[src/shared/epwc_pkg.sv]
`default_nettype none

package epwc_pkg;

    // Command codes
    localparam logic [7:0] CMD_READ_OPT = 8'h41;
    localparam logic [7:0] CMD_X_WIN = 8'h44;
    localparam logic [7:0] CMD_Y_WIN = 8'h45;
    localparam logic [7:0] CMD_X_PTR = 8'h4e;
    localparam logic [7:0] CMD_Y_PTR = 8'h4f;
    localparam logic [7:0] CMD_ANALOG = 8'h74;
    localparam logic [7:0] CMD_DIGITAL = 8'h7e;

    // Parameter byte counts per command
    localparam logic [2:0] NPAR_NONE = 3'h0;
    localparam logic [2:0] NPAR_ONE = 3'h1;
    localparam logic [2:0] NPAR_TWO = 3'h2;
    localparam logic [2:0] NPAR_FOUR = 3'h4;

    // Address widths
    localparam int XW = 5;
    localparam int YW = 9;
    localparam int Y_HI = 8;

    // Reset values
    localparam logic RST_READ_SEL = 1'b0;
    localparam logic [XW-1:0] RST_X = 5'h00;
    localparam logic [YW-1:0] RST_Y = 9'h000;
    localparam logic [7:0] RST_BLOCK = 8'h00;
    localparam logic RST_LINK_EN = 1'b1;

    // Register byte offsets
    localparam logic [7:0] REG_CTRL = 8'h00;
    localparam logic [7:0] REG_RAM_OPT = 8'h04;
    localparam logic [7:0] REG_X_WIN = 8'h08;
    localparam logic [7:0] REG_Y_WIN = 8'h0c;
    localparam logic [7:0] REG_X_PTR = 8'h10;
    localparam logic [7:0] REG_Y_PTR = 8'h14;
    localparam logic [7:0] REG_ANALOG = 8'h18;
    localparam logic [7:0] REG_DIGITAL = 8'h1c;
    localparam logic [7:0] REG_STATUS = 8'h20;

    // Field positions
    localparam int CTRL_EN_BIT = 0;
    localparam int XWIN_END_LSB = 8;
    localparam int YWIN_END_LSB = 16;
    localparam int STS_EXCESS_BIT = 8;
    localparam int STS_UNKNOWN_BIT = 9;

    // Link framing
    localparam logic [2:0] LAST_BIT = 3'h7;

    typedef enum logic [0:0] {
        EPWC_IDLE = 1'b0,
        EPWC_PARAM = 1'b1
    } epwc_state_t;

    typedef struct packed {
        logic dc;
        logic [7:0] data;
    } epwc_byte_t;

    typedef struct packed {
        logic [XW-1:0] x_start;
        logic [XW-1:0] x_end;
        logic [YW-1:0] y_start;
        logic [YW-1:0] y_end;
    } epwc_win_t;

    typedef struct packed {
        logic [XW-1:0] x;
        logic [YW-1:0] y;
    } epwc_ptr_t;

endpackage

`default_nettype wire

[src/hdl/epwc_spi_rx.sv]
`timescale 1ns/1ns
`default_nettype none

module epwc_spi_rx (
    // Clock and reset
    input wire logic pclk,
    input wire logic presetn,
    // Control
    input wire logic enable,
    // Link pins
    input wire logic spi_sclk,
    input wire logic spi_csn,
    input wire logic spi_sdi,
    input wire logic spi_dc,
    // Received byte
    output logic byte_valid,
    output epwc_pkg::epwc_byte_t byte_out
);

    logic [1:0] sclk_s;
    logic [1:0] csn_s;
    logic [1:0] sdi_s;
    logic [1:0] dc_s;
    logic sclk_d;
    logic [2:0] bit_cnt;
    logic [6:0] shift_reg;
    logic sclk_rise;

    ////////////////////////////////////////////////////////////////
    // Two-flop synchronisers; stage 0 feeds stage 1 only
    always_ff @(posedge pclk or negedge presetn) begin
        if (!presetn) begin
            sclk_s <= 2'h0;
            csn_s <= 2'h3;
            sdi_s <= 2'h0;
            dc_s <= 2'h0;
            sclk_d <= 1'b0;
        end else begin
            sclk_s <= {sclk_s[0], spi_sclk};
            csn_s <= {csn_s[0], spi_csn};
            sdi_s <= {sdi_s[0], spi_sdi};
            dc_s <= {dc_s[0], spi_dc};
            sclk_d <= sclk_s[1];
        end
    end

    // Equal delay on clock and data keeps the sample point centred
    assign sclk_rise = sclk_s[1] & ~sclk_d;

    ////////////////////////////////////////////////////////////////
    // Shift MSB first; select high drops a partial byte
    always_ff @(posedge pclk or negedge presetn) begin
        if (!presetn) begin
            bit_cnt <= 3'h0;
            shift_reg <= 7'h00;
            byte_valid <= 1'b0;
            byte_out <= '0;
        end else begin
            byte_valid <= 1'b0;
            if (csn_s[1] || !enable) begin
                bit_cnt <= 3'h0;
            end else if (sclk_rise) begin
                shift_reg <= {shift_reg[5:0], sdi_s[1]};
                bit_cnt <= bit_cnt + 3'h1;
                if (bit_cnt == epwc_pkg::LAST_BIT) begin
                    byte_valid <= 1'b1;
                    byte_out <= {dc_s[1], shift_reg, sdi_s[1]};
                end
            end
        end
    end

endmodule

`default_nettype wire

[src/hdl/epwc_top.sv]
// Notes on behaviour
// - Command 41h takes one byte; bit 0 picks readback, reset 0 = black-white RAM
// - Option bit 0 set to 1 sends RAM readback to the red image memory
// - Command 44h takes two bytes: 5-bit X start then X end
// - Command 45h takes four bytes: Y start low, bit 8, Y end low, bit 8
// - Command 4Eh takes one byte loading the 5-bit X address counter
// - Command 4Fh takes low byte then bit 8 of the Y address counter
`timescale 1ns/1ns
`default_nettype none

module epwc_top #(
    parameter int APB_AW = 8
) (
    // Clock and reset
    input wire logic pclk,
    input wire logic presetn,
    // APB slave
    input wire logic [APB_AW-1:0] paddr,
    input wire logic psel,
    input wire logic penable,
    input wire logic pwrite,
    input wire logic [31:0] pwdata,
    output logic [31:0] prdata,
    output logic pready,
    output logic pslverr,
    // Serial link pins
    input wire logic spi_sclk,
    input wire logic spi_csn,
    input wire logic spi_sdi,
    input wire logic spi_dc,
    // Decoded settings
    output logic ram_read_sel,
    output epwc_pkg::epwc_win_t win,
    output epwc_pkg::epwc_ptr_t ram_address_pointer,
    output logic [7:0] analog_ctrl,
    output logic [7:0] digital_ctrl
);

    logic byte_valid;
    epwc_pkg::epwc_byte_t rx_byte;
    epwc_pkg::epwc_state_t state_reg;
    logic [7:0] cmd_reg;
    logic [1:0] idx_reg;
    logic link_en_reg;
    logic excess_reg;
    logic unknown_reg;
    logic read_sel_reg;
    epwc_pkg::epwc_win_t win_reg;
    epwc_pkg::epwc_ptr_t ptr_reg;
    logic [7:0] analog_reg;
    logic [7:0] digital_reg;
    logic cmd_take;
    logic par_take;
    logic excess_take;
    logic par_last;
    logic apb_setup;
    logic apb_write;
    logic [7:0] addr8;
    logic [31:0] rdata_next;

    ////////////////////////////////////////////////////////////////
    // Number of parameter bytes that follow a command code
    function automatic logic [2:0] param_count(input logic [7:0] c);
        case (c)
            epwc_pkg::CMD_READ_OPT,
            epwc_pkg::CMD_X_PTR,
            epwc_pkg::CMD_ANALOG,
            epwc_pkg::CMD_DIGITAL: param_count = epwc_pkg::NPAR_ONE;
            epwc_pkg::CMD_X_WIN,
            epwc_pkg::CMD_Y_PTR: param_count = epwc_pkg::NPAR_TWO;
            epwc_pkg::CMD_Y_WIN: param_count = epwc_pkg::NPAR_FOUR;
            default: param_count = epwc_pkg::NPAR_NONE;
        endcase
    endfunction

    // Register map decode
    function automatic logic addr_hit(input logic [7:0] a);
        case (a)
            epwc_pkg::REG_CTRL, epwc_pkg::REG_RAM_OPT,
            epwc_pkg::REG_X_WIN, epwc_pkg::REG_Y_WIN,
            epwc_pkg::REG_X_PTR, epwc_pkg::REG_Y_PTR,
            epwc_pkg::REG_ANALOG, epwc_pkg::REG_DIGITAL,
            epwc_pkg::REG_STATUS: addr_hit = 1'b1;
            default: addr_hit = 1'b0;
        endcase
    endfunction

    ////////////////////////////////////////////////////////////////
    // Byte receiver on the sampled link clock
    epwc_spi_rx u_rx (
        .pclk(pclk),
        .presetn(presetn),
        .enable(link_en_reg),
        .spi_sclk(spi_sclk),
        .spi_csn(spi_csn),
        .spi_sdi(spi_sdi),
        .spi_dc(spi_dc),
        .byte_valid(byte_valid),
        .byte_out(rx_byte)
    );

    ////////////////////////////////////////////////////////////////
    // Byte classification by D/C level and decoder state
    assign cmd_take = byte_valid && !rx_byte.dc;
    assign par_take = byte_valid && rx_byte.dc && state_reg == epwc_pkg::EPWC_PARAM;
    assign excess_take = byte_valid && rx_byte.dc && state_reg == epwc_pkg::EPWC_IDLE;
    assign par_last = {1'b0, idx_reg} == param_count(cmd_reg) - 3'h1;

    // Command decoder: counts parameters, drops extras
    always_ff @(posedge pclk or negedge presetn) begin
        if (!presetn) begin
            state_reg <= epwc_pkg::EPWC_IDLE;
            cmd_reg <= 8'h00;
            idx_reg <= 2'h0;
        end else begin
            case (state_reg)
                epwc_pkg::EPWC_IDLE: begin
                    if (cmd_take && param_count(rx_byte.data) != epwc_pkg::NPAR_NONE) begin
                        state_reg <= epwc_pkg::EPWC_PARAM;
                    end
                end
                epwc_pkg::EPWC_PARAM: begin
                    if (par_take && par_last) begin
                        state_reg <= epwc_pkg::EPWC_IDLE;
                    end else if (cmd_take && param_count(rx_byte.data) == epwc_pkg::NPAR_NONE) begin
                        state_reg <= epwc_pkg::EPWC_IDLE;
                    end
                end
                default: state_reg <= epwc_pkg::EPWC_IDLE;
            endcase
            if (cmd_take) begin
                cmd_reg <= rx_byte.data;
                idx_reg <= 2'h0;
            end else if (par_take) begin
                idx_reg <= idx_reg + 2'h1;
            end
        end
    end

    ////////////////////////////////////////////////////////////////
    // Readback source option; a new command aborts an unfinished one
    always_ff @(posedge pclk or negedge presetn) begin
        if (!presetn) begin
            read_sel_reg <= epwc_pkg::RST_READ_SEL;
        end else if (par_take && cmd_reg == epwc_pkg::CMD_READ_OPT) begin
            read_sel_reg <= rx_byte.data[0];
        end
    end

    // X and Y window positions; upper bits of the X bytes and the Y bit-8 bytes are dropped
    always_ff @(posedge pclk or negedge presetn) begin
        if (!presetn) begin
            win_reg <= {epwc_pkg::RST_X, epwc_pkg::RST_X, epwc_pkg::RST_Y, epwc_pkg::RST_Y};
        end else if (par_take && cmd_reg == epwc_pkg::CMD_X_WIN) begin
            if (idx_reg == 2'h0) begin
                win_reg.x_start <= rx_byte.data[epwc_pkg::XW-1:0];
            end else begin
                win_reg.x_end <= rx_byte.data[epwc_pkg::XW-1:0];
            end
        end else if (par_take && cmd_reg == epwc_pkg::CMD_Y_WIN) begin
            case (idx_reg)
                2'h0: win_reg.y_start[7:0] <= rx_byte.data;
                2'h1: win_reg.y_start[epwc_pkg::Y_HI] <= rx_byte.data[0];
                2'h2: win_reg.y_end[7:0] <= rx_byte.data;
                default: win_reg.y_end[epwc_pkg::Y_HI] <= rx_byte.data[0];
            endcase
        end
    end

    // RAM address counter preload
    always_ff @(posedge pclk or negedge presetn) begin
        if (!presetn) begin
            ptr_reg <= {epwc_pkg::RST_X, epwc_pkg::RST_Y};
        end else if (par_take && cmd_reg == epwc_pkg::CMD_X_PTR) begin
            ptr_reg.x <= rx_byte.data[epwc_pkg::XW-1:0];
        end else if (par_take && cmd_reg == epwc_pkg::CMD_Y_PTR) begin
            if (idx_reg == 2'h0) begin
                ptr_reg.y[7:0] <= rx_byte.data;
            end else begin
                ptr_reg.y[epwc_pkg::Y_HI] <= rx_byte.data[0];
            end
        end
    end

    // Analog and digital block control bytes, kept as written
    always_ff @(posedge pclk or negedge presetn) begin
        if (!presetn) begin
            analog_reg <= epwc_pkg::RST_BLOCK;
            digital_reg <= epwc_pkg::RST_BLOCK;
        end else if (par_take && cmd_reg == epwc_pkg::CMD_ANALOG) begin
            analog_reg <= rx_byte.data;
        end else if (par_take && cmd_reg == epwc_pkg::CMD_DIGITAL) begin
            digital_reg <= rx_byte.data;
        end
    end

    assign ram_read_sel = read_sel_reg;
    assign win = win_reg;
    assign ram_address_pointer = ptr_reg;
    assign analog_ctrl = analog_reg;
    assign digital_ctrl = digital_reg;

    ////////////////////////////////////////////////////////////////
    // APB: answer is prepared in setup, so access needs no wait state
    assign addr8 = 8'(paddr);
    assign apb_setup = psel && !penable && !pready;
    assign apb_write = psel && penable && pready && pwrite;

    always_comb begin
        rdata_next = 32'h0000_0000;
        case (addr8)
            epwc_pkg::REG_CTRL: rdata_next[epwc_pkg::CTRL_EN_BIT] = link_en_reg;
            epwc_pkg::REG_RAM_OPT: rdata_next[0] = read_sel_reg;
            epwc_pkg::REG_X_WIN: begin
                rdata_next[epwc_pkg::XW-1:0] = win_reg.x_start;
                rdata_next[epwc_pkg::XWIN_END_LSB +: epwc_pkg::XW] = win_reg.x_end;
            end
            epwc_pkg::REG_Y_WIN: begin
                rdata_next[epwc_pkg::YW-1:0] = win_reg.y_start;
                rdata_next[epwc_pkg::YWIN_END_LSB +: epwc_pkg::YW] = win_reg.y_end;
            end
            epwc_pkg::REG_X_PTR: rdata_next[epwc_pkg::XW-1:0] = ptr_reg.x;
            epwc_pkg::REG_Y_PTR: rdata_next[epwc_pkg::YW-1:0] = ptr_reg.y;
            epwc_pkg::REG_ANALOG: rdata_next[7:0] = analog_reg;
            epwc_pkg::REG_DIGITAL: rdata_next[7:0] = digital_reg;
            epwc_pkg::REG_STATUS: begin
                rdata_next[7:0] = cmd_reg;
                rdata_next[epwc_pkg::STS_EXCESS_BIT] = excess_reg;
                rdata_next[epwc_pkg::STS_UNKNOWN_BIT] = unknown_reg;
            end
            default: rdata_next = 32'h0000_0000;
        endcase
    end

    // Bus answer flops
    always_ff @(posedge pclk or negedge presetn) begin
        if (!presetn) begin
            pready <= 1'b0;
            pslverr <= 1'b0;
            prdata <= 32'h0000_0000;
        end else begin
            pready <= apb_setup;
            pslverr <= apb_setup && !addr_hit(addr8);
            prdata <= (apb_setup && !pwrite) ? rdata_next : 32'h0000_0000;
        end
    end

    // Control and sticky status; a new event beats a clear
    always_ff @(posedge pclk or negedge presetn) begin
        if (!presetn) begin
            link_en_reg <= epwc_pkg::RST_LINK_EN;
            excess_reg <= 1'b0;
            unknown_reg <= 1'b0;
        end else begin
            if (apb_write && addr8 == epwc_pkg::REG_CTRL) begin
                link_en_reg <= pwdata[epwc_pkg::CTRL_EN_BIT];
            end
            if (excess_take) begin
                excess_reg <= 1'b1;
            end else if (apb_write && addr8 == epwc_pkg::REG_STATUS
                         && pwdata[epwc_pkg::STS_EXCESS_BIT]) begin
                excess_reg <= 1'b0;
            end
            if (cmd_take && param_count(rx_byte.data) == epwc_pkg::NPAR_NONE) begin
                unknown_reg <= 1'b1;
            end else if (apb_write && addr8 == epwc_pkg::REG_STATUS
                         && pwdata[epwc_pkg::STS_UNKNOWN_BIT]) begin
                unknown_reg <= 1'b0;
            end
        end
    end
endmodule

`default_nettype wire

[config.mk]
export PLATFORM = sky130hd
export DESIGN_NAME = epwc_top
export DESIGN_NICKNAME = d
export VERILOG_FILES = /design/src/shared/epwc_pkg.sv /design/src/hdl/epwc_spi_rx.sv /design/src/hdl/epwc_top.sv
export SDC_FILE = /design/constraint.sdc
export NUM_CORES = 1
export LEC_CHECK = 0
export ABC_AREA = 1
export BUFFER_PORTS_ARGS = -buffer_cell sky130_fd_sc_hd__buf_4
export CORE_MARGIN = 2
export CORE_UTILIZATION = 55
export CTS_BUF_LIST = sky130_fd_sc_hd__clkbuf_8
export DETAILED_ROUTE_END_ITERATION = 8
export PLACE_DENSITY = 0.78
export SLEW_MARGIN = 20
export SYNTH_ARGS = -nofsm -noshare
export SYNTH_HDL_FRONTEND = slang
export SYNTH_SLANG_ARGS = --single-unit
[constraint.sdc]
create_clock -name pclk -period 2.8 [get_ports pclk]
set_clock_uncertainty 0.15 [all_clocks]
set_input_delay 0.56 -clock pclk [delete_from_list [all_inputs] [get_ports pclk]]
set_output_delay 0.56 -clock pclk [all_outputs]
set_load 0.02 [all_outputs]
==> impl_metrics.json, run 1 <==
{
  "synth-async-reset-ratio_pct": 100,
  "finish.utilization_pct": 70.4,
  "drv_cap": 0,
  "report.final.slew_viol_count": 0,
  "ys_ff_latch": 126,
  "crit_chain": "inv_1 > nand2_1 > nor2_4 > o21ai_0 > nand2_1 > inv_1 > ha_1 > xor2_1 > nand2_1 > nor2_1 > nand3_1 > nand2_1 > inv_1",
  "area_delta_synth_final_pct": 23.6,
  "tns_ns": 0,
  "gp_congestion": 0.845,
  "fmax_mhz": 445,
  "outcome": "finished clean",
  "coreArea_mm2": 0.00986,
  "final_layout_size_suffix_gt1_share_pct": 24.8,
  "cts.clk_slew.worst_paths_ns": 0.08,
  "antennaDiodeCount": 0,
  "ir_drop_mv": 0.517,
  "io_buffers": 102,
  "cts_sinks": 126,
  "clk_latency_ns": 0.43,
  "crit_type": "flop to flop",
  "required_ns": 2.98,
  "path_delay_family": "simple AND/OR/NAND/NOR gates",
  "yosysWarnings": 0,
  "worst_setup_path_start_kind": "flop",
  "cp-end-kind": "flop",
  "grt_pass1_vias": 4516,
  "final.fill_count": 767,
  "grt_start_max_net_pins": 45,
  "worstPathArrival_ns": 2.42,
  "io_pins": 142,
  "cpPeakStageDelay_ns": 0.41,
  "crit_top_cell": "nand2_1",
  "drtIter0Drc": 388,
  "cts-htree-levels": 4,
  "cts-root-buf": "clkbuf_8",
  "largest_reg_flops": 28,
  "fp.dieW_um": 105,
  "holdWs_ns": 0.0830,
  "slew_headroom_pct": 56.6,
  "p_total_w": 0.00370,
  "synth_edf_count": 0,
  "final_cell_mix": "nand2_1 (171), dfrtp_1 (123), buf_4 (109)",
  "synth_cell_types": 34,
  "viasPerCell": 5.23,
  "grt_overflow": 0,
  "cts_setup_buffers": 0,
  "setup_violations": 0,
  "syn_inst": 631,
  "num_rows": 36,
  "ant_nets": 0,
  "grt_antenna_before_repair": 0,
  "start_util_pct": 57.0,
  "fp.dieArea_mm2": 0.0110,
  "cp_slowest_cell": "dfrtp_1",
  "setup_slack_ns": 0.554,
  "worstPathMaxFanout": 9,
  "grt_util_all_layers_pct": 26.4,
  "powerDensity_mw_per_mm2": 532,
  "cts_tree": "done",
  "p_leak_nw": 3.41,
  "fin_crit_sh_pct": 80.2,
  "pre_cts_ws_ns": 0.583,
  "syn_area_mm2": 0.00562,
  "finalWirelength_um": 14000,
  "wl_per_cell_um": 15.6,
  "dp_hpwl_um": 10400,
  "worstHoldPathType": "input port to flop",
  "nNetsFinal": 804,
  "final_common_cell": "nand2_1",
  "dieHeight_um": 105,
  "vias": 4674,
  "grt_pass1_wl_um": 22500,
  "grt_setup_unrepaired": "false",
  "critPathBufInv": 3,
  "drt-pass1-iter-count": 5,
  "tightest_slew_ns": 0.650,
  "synth_top_flop_cell": "dfrtp_1",
  "period_needed_ns": 2.25,
  "drc": 0,
  "ys_seq_area_share_pct": 56.2,
  "clockBufferDepth": 2,
  "cts_buffers": 17,
  "postSynthAreaPerCell_um2": 8.91,
  "timing_hold_violations_final": 0
}
-- layout make-up --
cell class	instances	area (µm²)	area share, %
Timing Repair Buffer	112	868	12.5
Clock buffer	17	234	3.37
Inverter	68	256	3.69
Clock inverter	15	176	2.54
Sequential cell	126	3160	45.4
Multi-Input combinational cell	423	2090	30.1
Tap cell	133	166	2.40
-- metal layers --
layer  share of wire, %  global-route usage (%)  up-vias
met5                  0                       0        -
met4                2.2                    10.8        0
met3                7.5                    5.93       21
met2                 48                    42.4      206
met1                 42                    35.0     2207
li1                   -                       -     2240
-- report_power, final --
| part | total [W] | switching (W) | internal, W |
|---|---|---|---|
| Combinational | 0.000162 | 0.0000955 | 0.0000665 |
| Clock | 0.00163 | 0.000808 | 0.000823 |
| Sequential | 0.00190 | 0.0000336 | 0.00187 |
-- logic make-up after synthesis --
group | Yosys count | synth area share [%]
AND/OR/NAND/NOR | 289 | 22.7
flip-flops | 126 | 56.2
AO/OA/AOI/OAI | 109 | 10.7
buffers and inverters | 91 | 7.24
adder cells (fa/ha/maj) | 7 | 1.56
multiplexers | 7 | 1.40
other | 1 | 0.0667
XOR/XNOR | 1 | 0.156
-- Yosys cell counts, types with 2 or more instances --
master    number  share of area, %
nand2_1      171                11
dfrtp_1      123                55
o21ai_0       69               6.1
inv_1         64               4.3
nor2_1        54               3.6
nand3_1       30               2.7
buf_4         13               1.7
a21oi_1       11              0.98
o21ai_1       10              0.89
nor3_1         8              0.71
o21ai_2        8               1.2
ha_1           7               1.6
mux2_2         7               1.4
buf_2          6              0.53
nor2_4         6               1.2
o21a_1         6              0.80
nor2_2         5              0.56
nand2_2        4              0.45
nand3_2        4              0.71
clkbuf_1       3              0.20
dfstp_2        3               1.4
inv_2          3              0.20
nand4_2        2              0.45
nor3_2         2              0.36
o211ai_1       2              0.27
o22ai_1        2              0.22
-- through the flow --
stage          cells  cell area (µm²)
6_report         894             6950
5_1_grt          894             6950
4_1_cts          894             6950
3_5_place_dp     861             6530
3_3_place_gp     861             6530
2_1_floorplan    640             5650
-- final timing paths --
kind	startpoint	to	slack (ns)	depth (start not counted)
max	cmd_reg[4]$_DFFE_PN0P_	state_reg$_DFF_PN0_	0.55	13
min	spi_dc	u_rx.dc_s[0]$_DFF_PN0_	0.08	1
max reg2reg	cmd_reg[4]$_DFFE_PN0P_	state_reg$_DFF_PN0_	0.55	13
min reg2reg	u_rx.dc_s[0]$_DFF_PN0_	u_rx.dc_s[1]$_DFF_PN0_	0.20	0
max in group asynchronous	presetn	digital_ctrl[4]$_DFFE_PN0P_	1.26	3
min in group asynchronous	presetn	prdata[24]$_DFF_PN0_	0.52	2
-- what timing repair did --
action | 4_1_cts | 5_1_grt
hold buffers | 1 | 0
hold endpoints to repair | 35 | 0
resized for setup | 0 | 0
Power figures use the tool's default switching activity.
==> run 2: changes to the inputs <==
==> constraint.sdc (replaced) <==
create_clock -name pclk -period 2.2 [get_ports pclk]
set_clock_uncertainty 0.15 [all_clocks]
set_input_delay 0.44 -clock pclk [delete_from_list [all_inputs] [get_ports pclk]]
set_output_delay 0.44 -clock pclk [all_outputs]
set_load 0.02 [all_outputs]
==> impl_metrics.json, run 2 (synthesized netlist as in run 1, its figures left out) <==
{
  "ant_nets": 0,
  "clockBufferDepth": 2,
  "timing_hold_violations_final": 0,
  "gp_congestion": 0.860,
  "viasPerCell": 5.18,
  "worstPathMaxFanout": 5,
  "drv_cap": 0,
  "coreArea_mm2": 0.00986,
  "r2r_start": "cmd_reg[1]$_DFFE_PN0P_",
  "final_cell_mix": "nand2_1 (171), dfrtp_1 (123), buf_4 (122)",
  "setup_slack_ns": 0.155,
  "period_needed_ns": 2.04,
  "report.final.slew_viol_count": 0,
  "final_common_cell": "nand2_1",
  "fp.dieArea_mm2": 0.0110,
  "cts.clk_slew.worst_paths_ns": 0.08,
  "drtIter0Drc": 379,
  "fmax_mhz": 489,
  "drc": 0,
  "ir_drop_mv": 0.463,
  "grt_pass1_wl_um": 22800,
  "area_delta_synth_final_pct": 25.4,
  "min_path_cells": 2,
  "p_total_w": 0.00448,
  "io_buffers": 102,
  "drt-pass1-iter-count": 6,
  "tightest_slew_ns": 0.623,
  "worstPathArrival_ns": 2.22,
  "finalWirelength_um": 14200,
  "dp_hpwl_um": 10400,
  "r2r_end": "state_reg$_DFF_PN0_",
  "r2r_setup_slack_ns": 0.16,
  "grt_antenna_before_repair": 0,
  "cts_buffers": 17,
  "io_pins": 142,
  "wl_per_cell_um": 15.6,
  "cts_tree": "done",
  "pre_cts_ws_ns": 0.119,
  "reg2reg_depth": 13,
  "cts-root-buf": "clkbuf_8",
  "min_to": "pready$_DFF_PN0_",
  "cts_sinks": 126,
  "slew_headroom_pct": 58.4,
  "antennaDiodeCount": 0,
  "setup_violations": 0,
  "dieHeight_um": 105,
  "fp.dieW_um": 105,
  "crit_type": "flop to flop",
  "fin_crit_sh_pct": 92.9,
  "powerDensity_mw_per_mm2": 636,
  "grt_util_all_layers_pct": 26.9,
  "clk_latency_ns": 0.43,
  "worstHoldPathType": "input port to flop",
  "cts-htree-levels": 4,
  "grt_start_max_net_pins": 73,
  "hp-start": "penable",
  "final_layout_size_suffix_gt1_share_pct": 26.1,
  "cp-end-kind": "flop",
  "num_rows": 36,
  "vias": 4723,
  "p_leak_nw": 3.47,
  "worst_setup_path_start_kind": "flop",
  "required_ns": 2.37,
  "nNetsFinal": 821,
  "largest_reg_flops": 28,
  "start_util_pct": 57.0,
  "outcome": "finished clean",
  "grt_overflow": 0,
  "grt_pass1_vias": 4463
}
==> run 2: cell count changes in the layout (fill, tap and decap cells not counted), sizes merged <==
cell	delta
buf	+13
bufinv	-2
clkinv	+1
dlygate4sd3	+4
inv	+1
==> run 2: how the worst max path moves through the flow <==
stage                                      start                  end  slack (ns)  cells after the start
after floorplan           cmd_reg[4]$_DFFE_PN0P_  state_reg$_DFF_PN0_        0.24                     13
after global placement    cmd_reg[3]$_DFFE_PN0P_  state_reg$_DFF_PN0_        0.14                     13
after detailed placement  cmd_reg[3]$_DFFE_PN0P_  state_reg$_DFF_PN0_        0.12                     13
after CTS                 cmd_reg[3]$_DFFE_PN0P_  state_reg$_DFF_PN0_         0.1                     13
after global routing      cmd_reg[1]$_DFFE_PN0P_  state_reg$_DFF_PN0_      -0.004                     13
final                     cmd_reg[1]$_DFFE_PN0P_  state_reg$_DFF_PN0_        0.16                     13
==> run 2: layout make-up <==
cell class                      count  area, µm²
Sequential cell                   126       3160
Fill cell                         752       2820
Multi-Input combinational cell    423       2100
Timing Repair Buffer              129       1010
Inverter                           68        256
Clock buffer                       17        234
Tap cell                          133        166
Clock inverter                     15        128
==> run 2: report_power, final <==
group          switching, W  internal, W
Clock               0.00103     0.000816
Sequential        0.0000422      0.00238
Combinational      0.000121    0.0000889
==> run 2: layer usage <==
metal / global-route usage, % / up-vias / share of wire (%)
met3: 5.12 / 22 / 6.9
met4: 9.14 / 0 / 2.0
met2: 44.9 / 197 / 49
met5: 0 / - / 0
li1: - / 2274 / -
met1: 35.5 / 2230 / 42
==> run 2: critical path, cell delays in order, from the launching register on <==
cell and delay, ns:
dfrtp_1 0.41, inv_2 0.10, nand2_1 0.10, nor2_2 0.16, o21ai_1 0.09, nand2_1 0.08
inv_1 0.05, ha_1 0.29, xor2_1 0.15, nand2_1 0.06, nor2_1 0.10, nand3_1 0.08
nand2_1 0.06, inv_1 0.04
==> run 2: repair_timing <==
action | 4_1_cts | 5_1_grt
setup buffers | 0 | 8
hold buffers | 5 | 0
endpoints found under the hold margin | 127 | 0
resized for setup | 0 | 4
setup endpoints to repair | 0 | 1
==> run 2: per-stage QoR <==
stage / std cells / hold WS (ns) / util [%] / TNS [ns] / instance area (µm²)
after CTS: 903 / 0.0125 / 70.7 / 0 / 6980
after floorplan: 640 / -0.00559 / - / 0 / 5650
after global routing: 911 / 0.0205 / 71.4 / -0.00374 / 7040
after detailed placement: 866 / 0.0956 / 66.6 / 0 / 6570
after global placement: 866 / 0.0959 / 66.6 / 0 / 6570
final: 911 / 0.0237 / 71.4 / 0 / 7040
==> run 3: changes to the inputs <==
--- a/config.mk
+++ b/config.mk
@@ -8,11 +8,12 @@
 export ABC_AREA = 1
 export BUFFER_PORTS_ARGS = -buffer_cell sky130_fd_sc_hd__buf_4
 export CORE_MARGIN = 2
-export CORE_UTILIZATION = 55
+export CORE_UTILIZATION = 60
 export CTS_BUF_LIST = sky130_fd_sc_hd__clkbuf_8
 export DETAILED_ROUTE_END_ITERATION = 8
-export PLACE_DENSITY = 0.78
+export PLACE_DENSITY = 0.84
 export SLEW_MARGIN = 20
 export SYNTH_ARGS = -nofsm -noshare
 export SYNTH_HDL_FRONTEND = slang
+export SYNTH_HIERARCHICAL = 1
 export SYNTH_SLANG_ARGS = --single-unit
==> constraint.sdc (replaced) <==
create_clock -name pclk -period 2.5 [get_ports pclk]
set_clock_uncertainty 0.15 [all_clocks]
set_input_delay 0.5 -clock pclk [delete_from_list [all_inputs] [get_ports pclk]]
set_output_delay 0.5 -clock pclk [all_outputs]
set_load 0.02 [all_outputs]
==> impl_metrics.json, run 3 <==
{
  "required_ns": 2.68,
  "nNetsFinal": 845,
  "synth_compound_area_share_pct": 11.0,
  "ys_seq_area_share_pct": 54.6,
  "grt_util_all_layers_pct": 30.5,
  "synth_top_family_by_area": "simple AND/OR/NAND/NOR gates",
  "period_needed_ns": 2.24,
  "grt_overflow": 0,
  "cts.clk_slew.worst_paths_ns": 0.08,
  "synth_cell_types": 36,
  "startpoint": "cmd_reg[0]$_DFFE_PN0P_",
  "powerDensity_mw_per_mm2": 544,
  "grt_antenna_before_repair": 0,
  "critPathBufInv": 3,
  "syn_area_mm2": 0.00578,
  "multi_input_area_mm2": 0.00218,
  "worstSetupEndpoint": "state_reg$_DFF_PN0_",
  "coreArea_mm2": 0.00928,
  "finish.utilization_pct": 76.2,
  "final_cell_mix": "nand2_1 (203), dfrtp_1 (123), buf_4 (108)",
  "grt_setup_unrepaired": "false",
  "dieHeight_um": 102,
  "synth_area_leaders": "dfrtp_1 (53%), nand2_1 (13%), inv_1 (5.3%), o21ai_0 (5.0%), nor2_1 (3.6%)",
  "synth-async-reset-ratio_pct": 100,
  "synth_edf_count": 0,
  "clockBufferDepth": 2,
  "cts-root-buf": "clkbuf_8",
  "io_pins": 142,
  "ant_nets": 0,
  "grt_start_max_net_pins": 51,
  "cts_tree": "done",
  "synth_most_common_cell": "nand2_1",
  "tightest_slew_ns": 0.553,
  "grt_pass1_wl_um": 23700,
  "final-seq-area_mm2": 0.00316,
  "cts_sinks": 126,
  "cts_buffers": 17,
  "largest_reg_flops": 28,
  "drtIter0Drc": 321,
  "cts-htree-levels": 4,
  "antennaDiodeCount": 0,
  "wl_per_cell_um": 16.2,
  "io_buffers": 102,
  "worstHoldPathType": "input port to flop",
  "worst_setup_path_start_kind": "flop",
  "yosysWarnings": 6,
  "synth-adder-area-share_pct": 1.51,
  "fin_crit_sh_pct": 89.6,
  "area_delta_synth_final_pct": 22.4,
  "tns_ns": 0,
  "path_delay_family": "simple AND/OR/NAND/NOR gates",
  "worstPathMaxFanout": 4,
  "r2r_end": "state_reg$_DFF_PN0_",
  "reg2reg_depth": 13,
  "synth_commonest_cells": "nand2_1 (203), dfrtp_1 (123), inv_1 (82)",
  "fp.dieW_um": 102,
  "cts_setup_buffers": 0,
  "cp-end-kind": "flop",
  "drv_cap": 0,
  "viasPerCell": 5.37,
  "syn_inst": 671,
  "fmax_mhz": 447,
  "report.final.slew_viol_count": 0,
  "num_rows": 35,
  "outcome": "finished clean",
  "crit_type": "flop to flop",
  "r2r_start": "cmd_reg[0]$_DFFE_PN0P_",
  "postSynthAreaPerCell_um2": 8.62,
  "gp_congestion": 0.859,
  "p_leak_nw": 3.59,
  "synth_simple_gate_area_share_pct": 24.3,
  "drt-pass1-iter-count": 6,
  "synth_top_flop_cell": "dfrtp_1",
  "final_layout_size_suffix_gt1_share_pct": 22.7,
  "synth_mux_area_share_pct": 0,
  "final_common_cell": "nand2_1",
  "dp_hpwl_um": 11200,
  "drc": 0,
  "final.fill_count": 676,
  "ys_ff_latch": 126,
  "synth_xor_xnor_area_share_pct": 0.151,
  "crit_chain": "inv_1 > nand2_1 > nor2_4 > o21ai_0 > nand2_1 > inv_1 > ha_1 > xor2_1 > nand2_1 > nor2_1 > nand3_1 > nand2_1 > inv_1",
  "ir_drop_mv": 0.515,
  "clk_latency_ns": 0.43,
  "worstPathArrival_ns": 2.42,
  "worst-path-stages": 13,
  "grt_pass1_vias": 4817,
  "final_cells": 931,
  "setup_violations": 0,
  "cpPeakStageDelay_ns": 0.44,
  "start_util_pct": 62.3,
  "r2r_setup_slack_ns": 0.26,
  "synth_top_cell_by_area": "dfrtp_1",
  "cp_slowest_cell": "dfrtp_1",
  "vias": 4996,
  "fp.dieArea_mm2": 0.0104,
  "slew_headroom_pct": 63.1,
  "dp.cells": 896,
  "synth_top_area_share_pct": 53.2,
  "finalWirelength_um": 15100,
  "timing_hold_violations_final": 0,
  "crit_top_cell": "nand2_1"
}
run 3: what timing repair did:
action	in CTS	in global routing
gates resized for setup	0	2
hold endpoints to repair	30	2
hold buffers	1	2
endpoints found under the setup margin	0	1
run 3: logic make-up (layout without fill, tap and decap cells):
group	Yosys count	count (layout)
flops	126	126
buf+inv	109	231
compound gates	111	111
xor+xnor	1	1
simple gates	316	316
fa+ha+maj	7	7
other cells	1	10
run 3: final cells by class:
class                   instances  area share [%]
multi-input cells             445            30.8
flip-flops and latches        126            44.6
well taps                     129            2.28
clock buffers                  17            3.31
clock inverters                15            1.96
repair buffers                113            12.5
inverters                      86            4.56
run 3: report_power, final:
part	total (W)	internal (W)	switching, W	leakage [nW]
registers	0.00205	0.00205	0.00000473	1.73
logic	0.000130	0.0000400	0.0000898	1.68
clock network	0.00166	0.000799	0.000864	0.186
total	0.00385	0.00289	0.000959	3.59
run 3: worst min-delay path by stage:
stage / start / end / cells after the start
6_report: spi_dc / u_rx/dc_s[0]$_DFF_PN0_ / 1
2_1_floorplan: presetn / analog_ctrl[0]$_DFFE_PN0P_ / 0
3_5_place_dp: u_rx/sclk_s[0]$_DFF_PN0_ / u_rx/sclk_s[1]$_DFF_PN0_ / 0
4_1_cts: spi_csn / u_rx/csn_s[0]$_DFF_PN1_ / 1
3_3_place_gp: u_rx/sclk_s[0]$_DFF_PN0_ / u_rx/sclk_s[1]$_DFF_PN0_ / 0
5_1_grt: spi_dc / u_rx/dc_s[0]$_DFF_PN0_ / 1
run 3: stage by stage:
stage          setup slack (ns)  total power, W  instance area (µm²)  hold WS (ns)
2_1_floorplan             0.523         0.00215                 5820        0.0544
3_3_place_gp              0.328         0.00222                 6660         0.183
3_5_place_dp              0.259         0.00222                 6660         0.186
4_1_cts                   0.222         0.00385                 7050      0.000975
5_1_grt                 0.00968         0.00396                 7070      0.000711
6_report                  0.261         0.00385                 7070        0.0148
run 3: metal layers:
layer	vias to the layer above	routed length (µm)	GRT usage [%]
met2	221	7840	54.0
met3	36	1070	6.09
li1	2334	-	-
met5	-	0	0
met1	2405	5830	37.1
met4	0	357	11.2
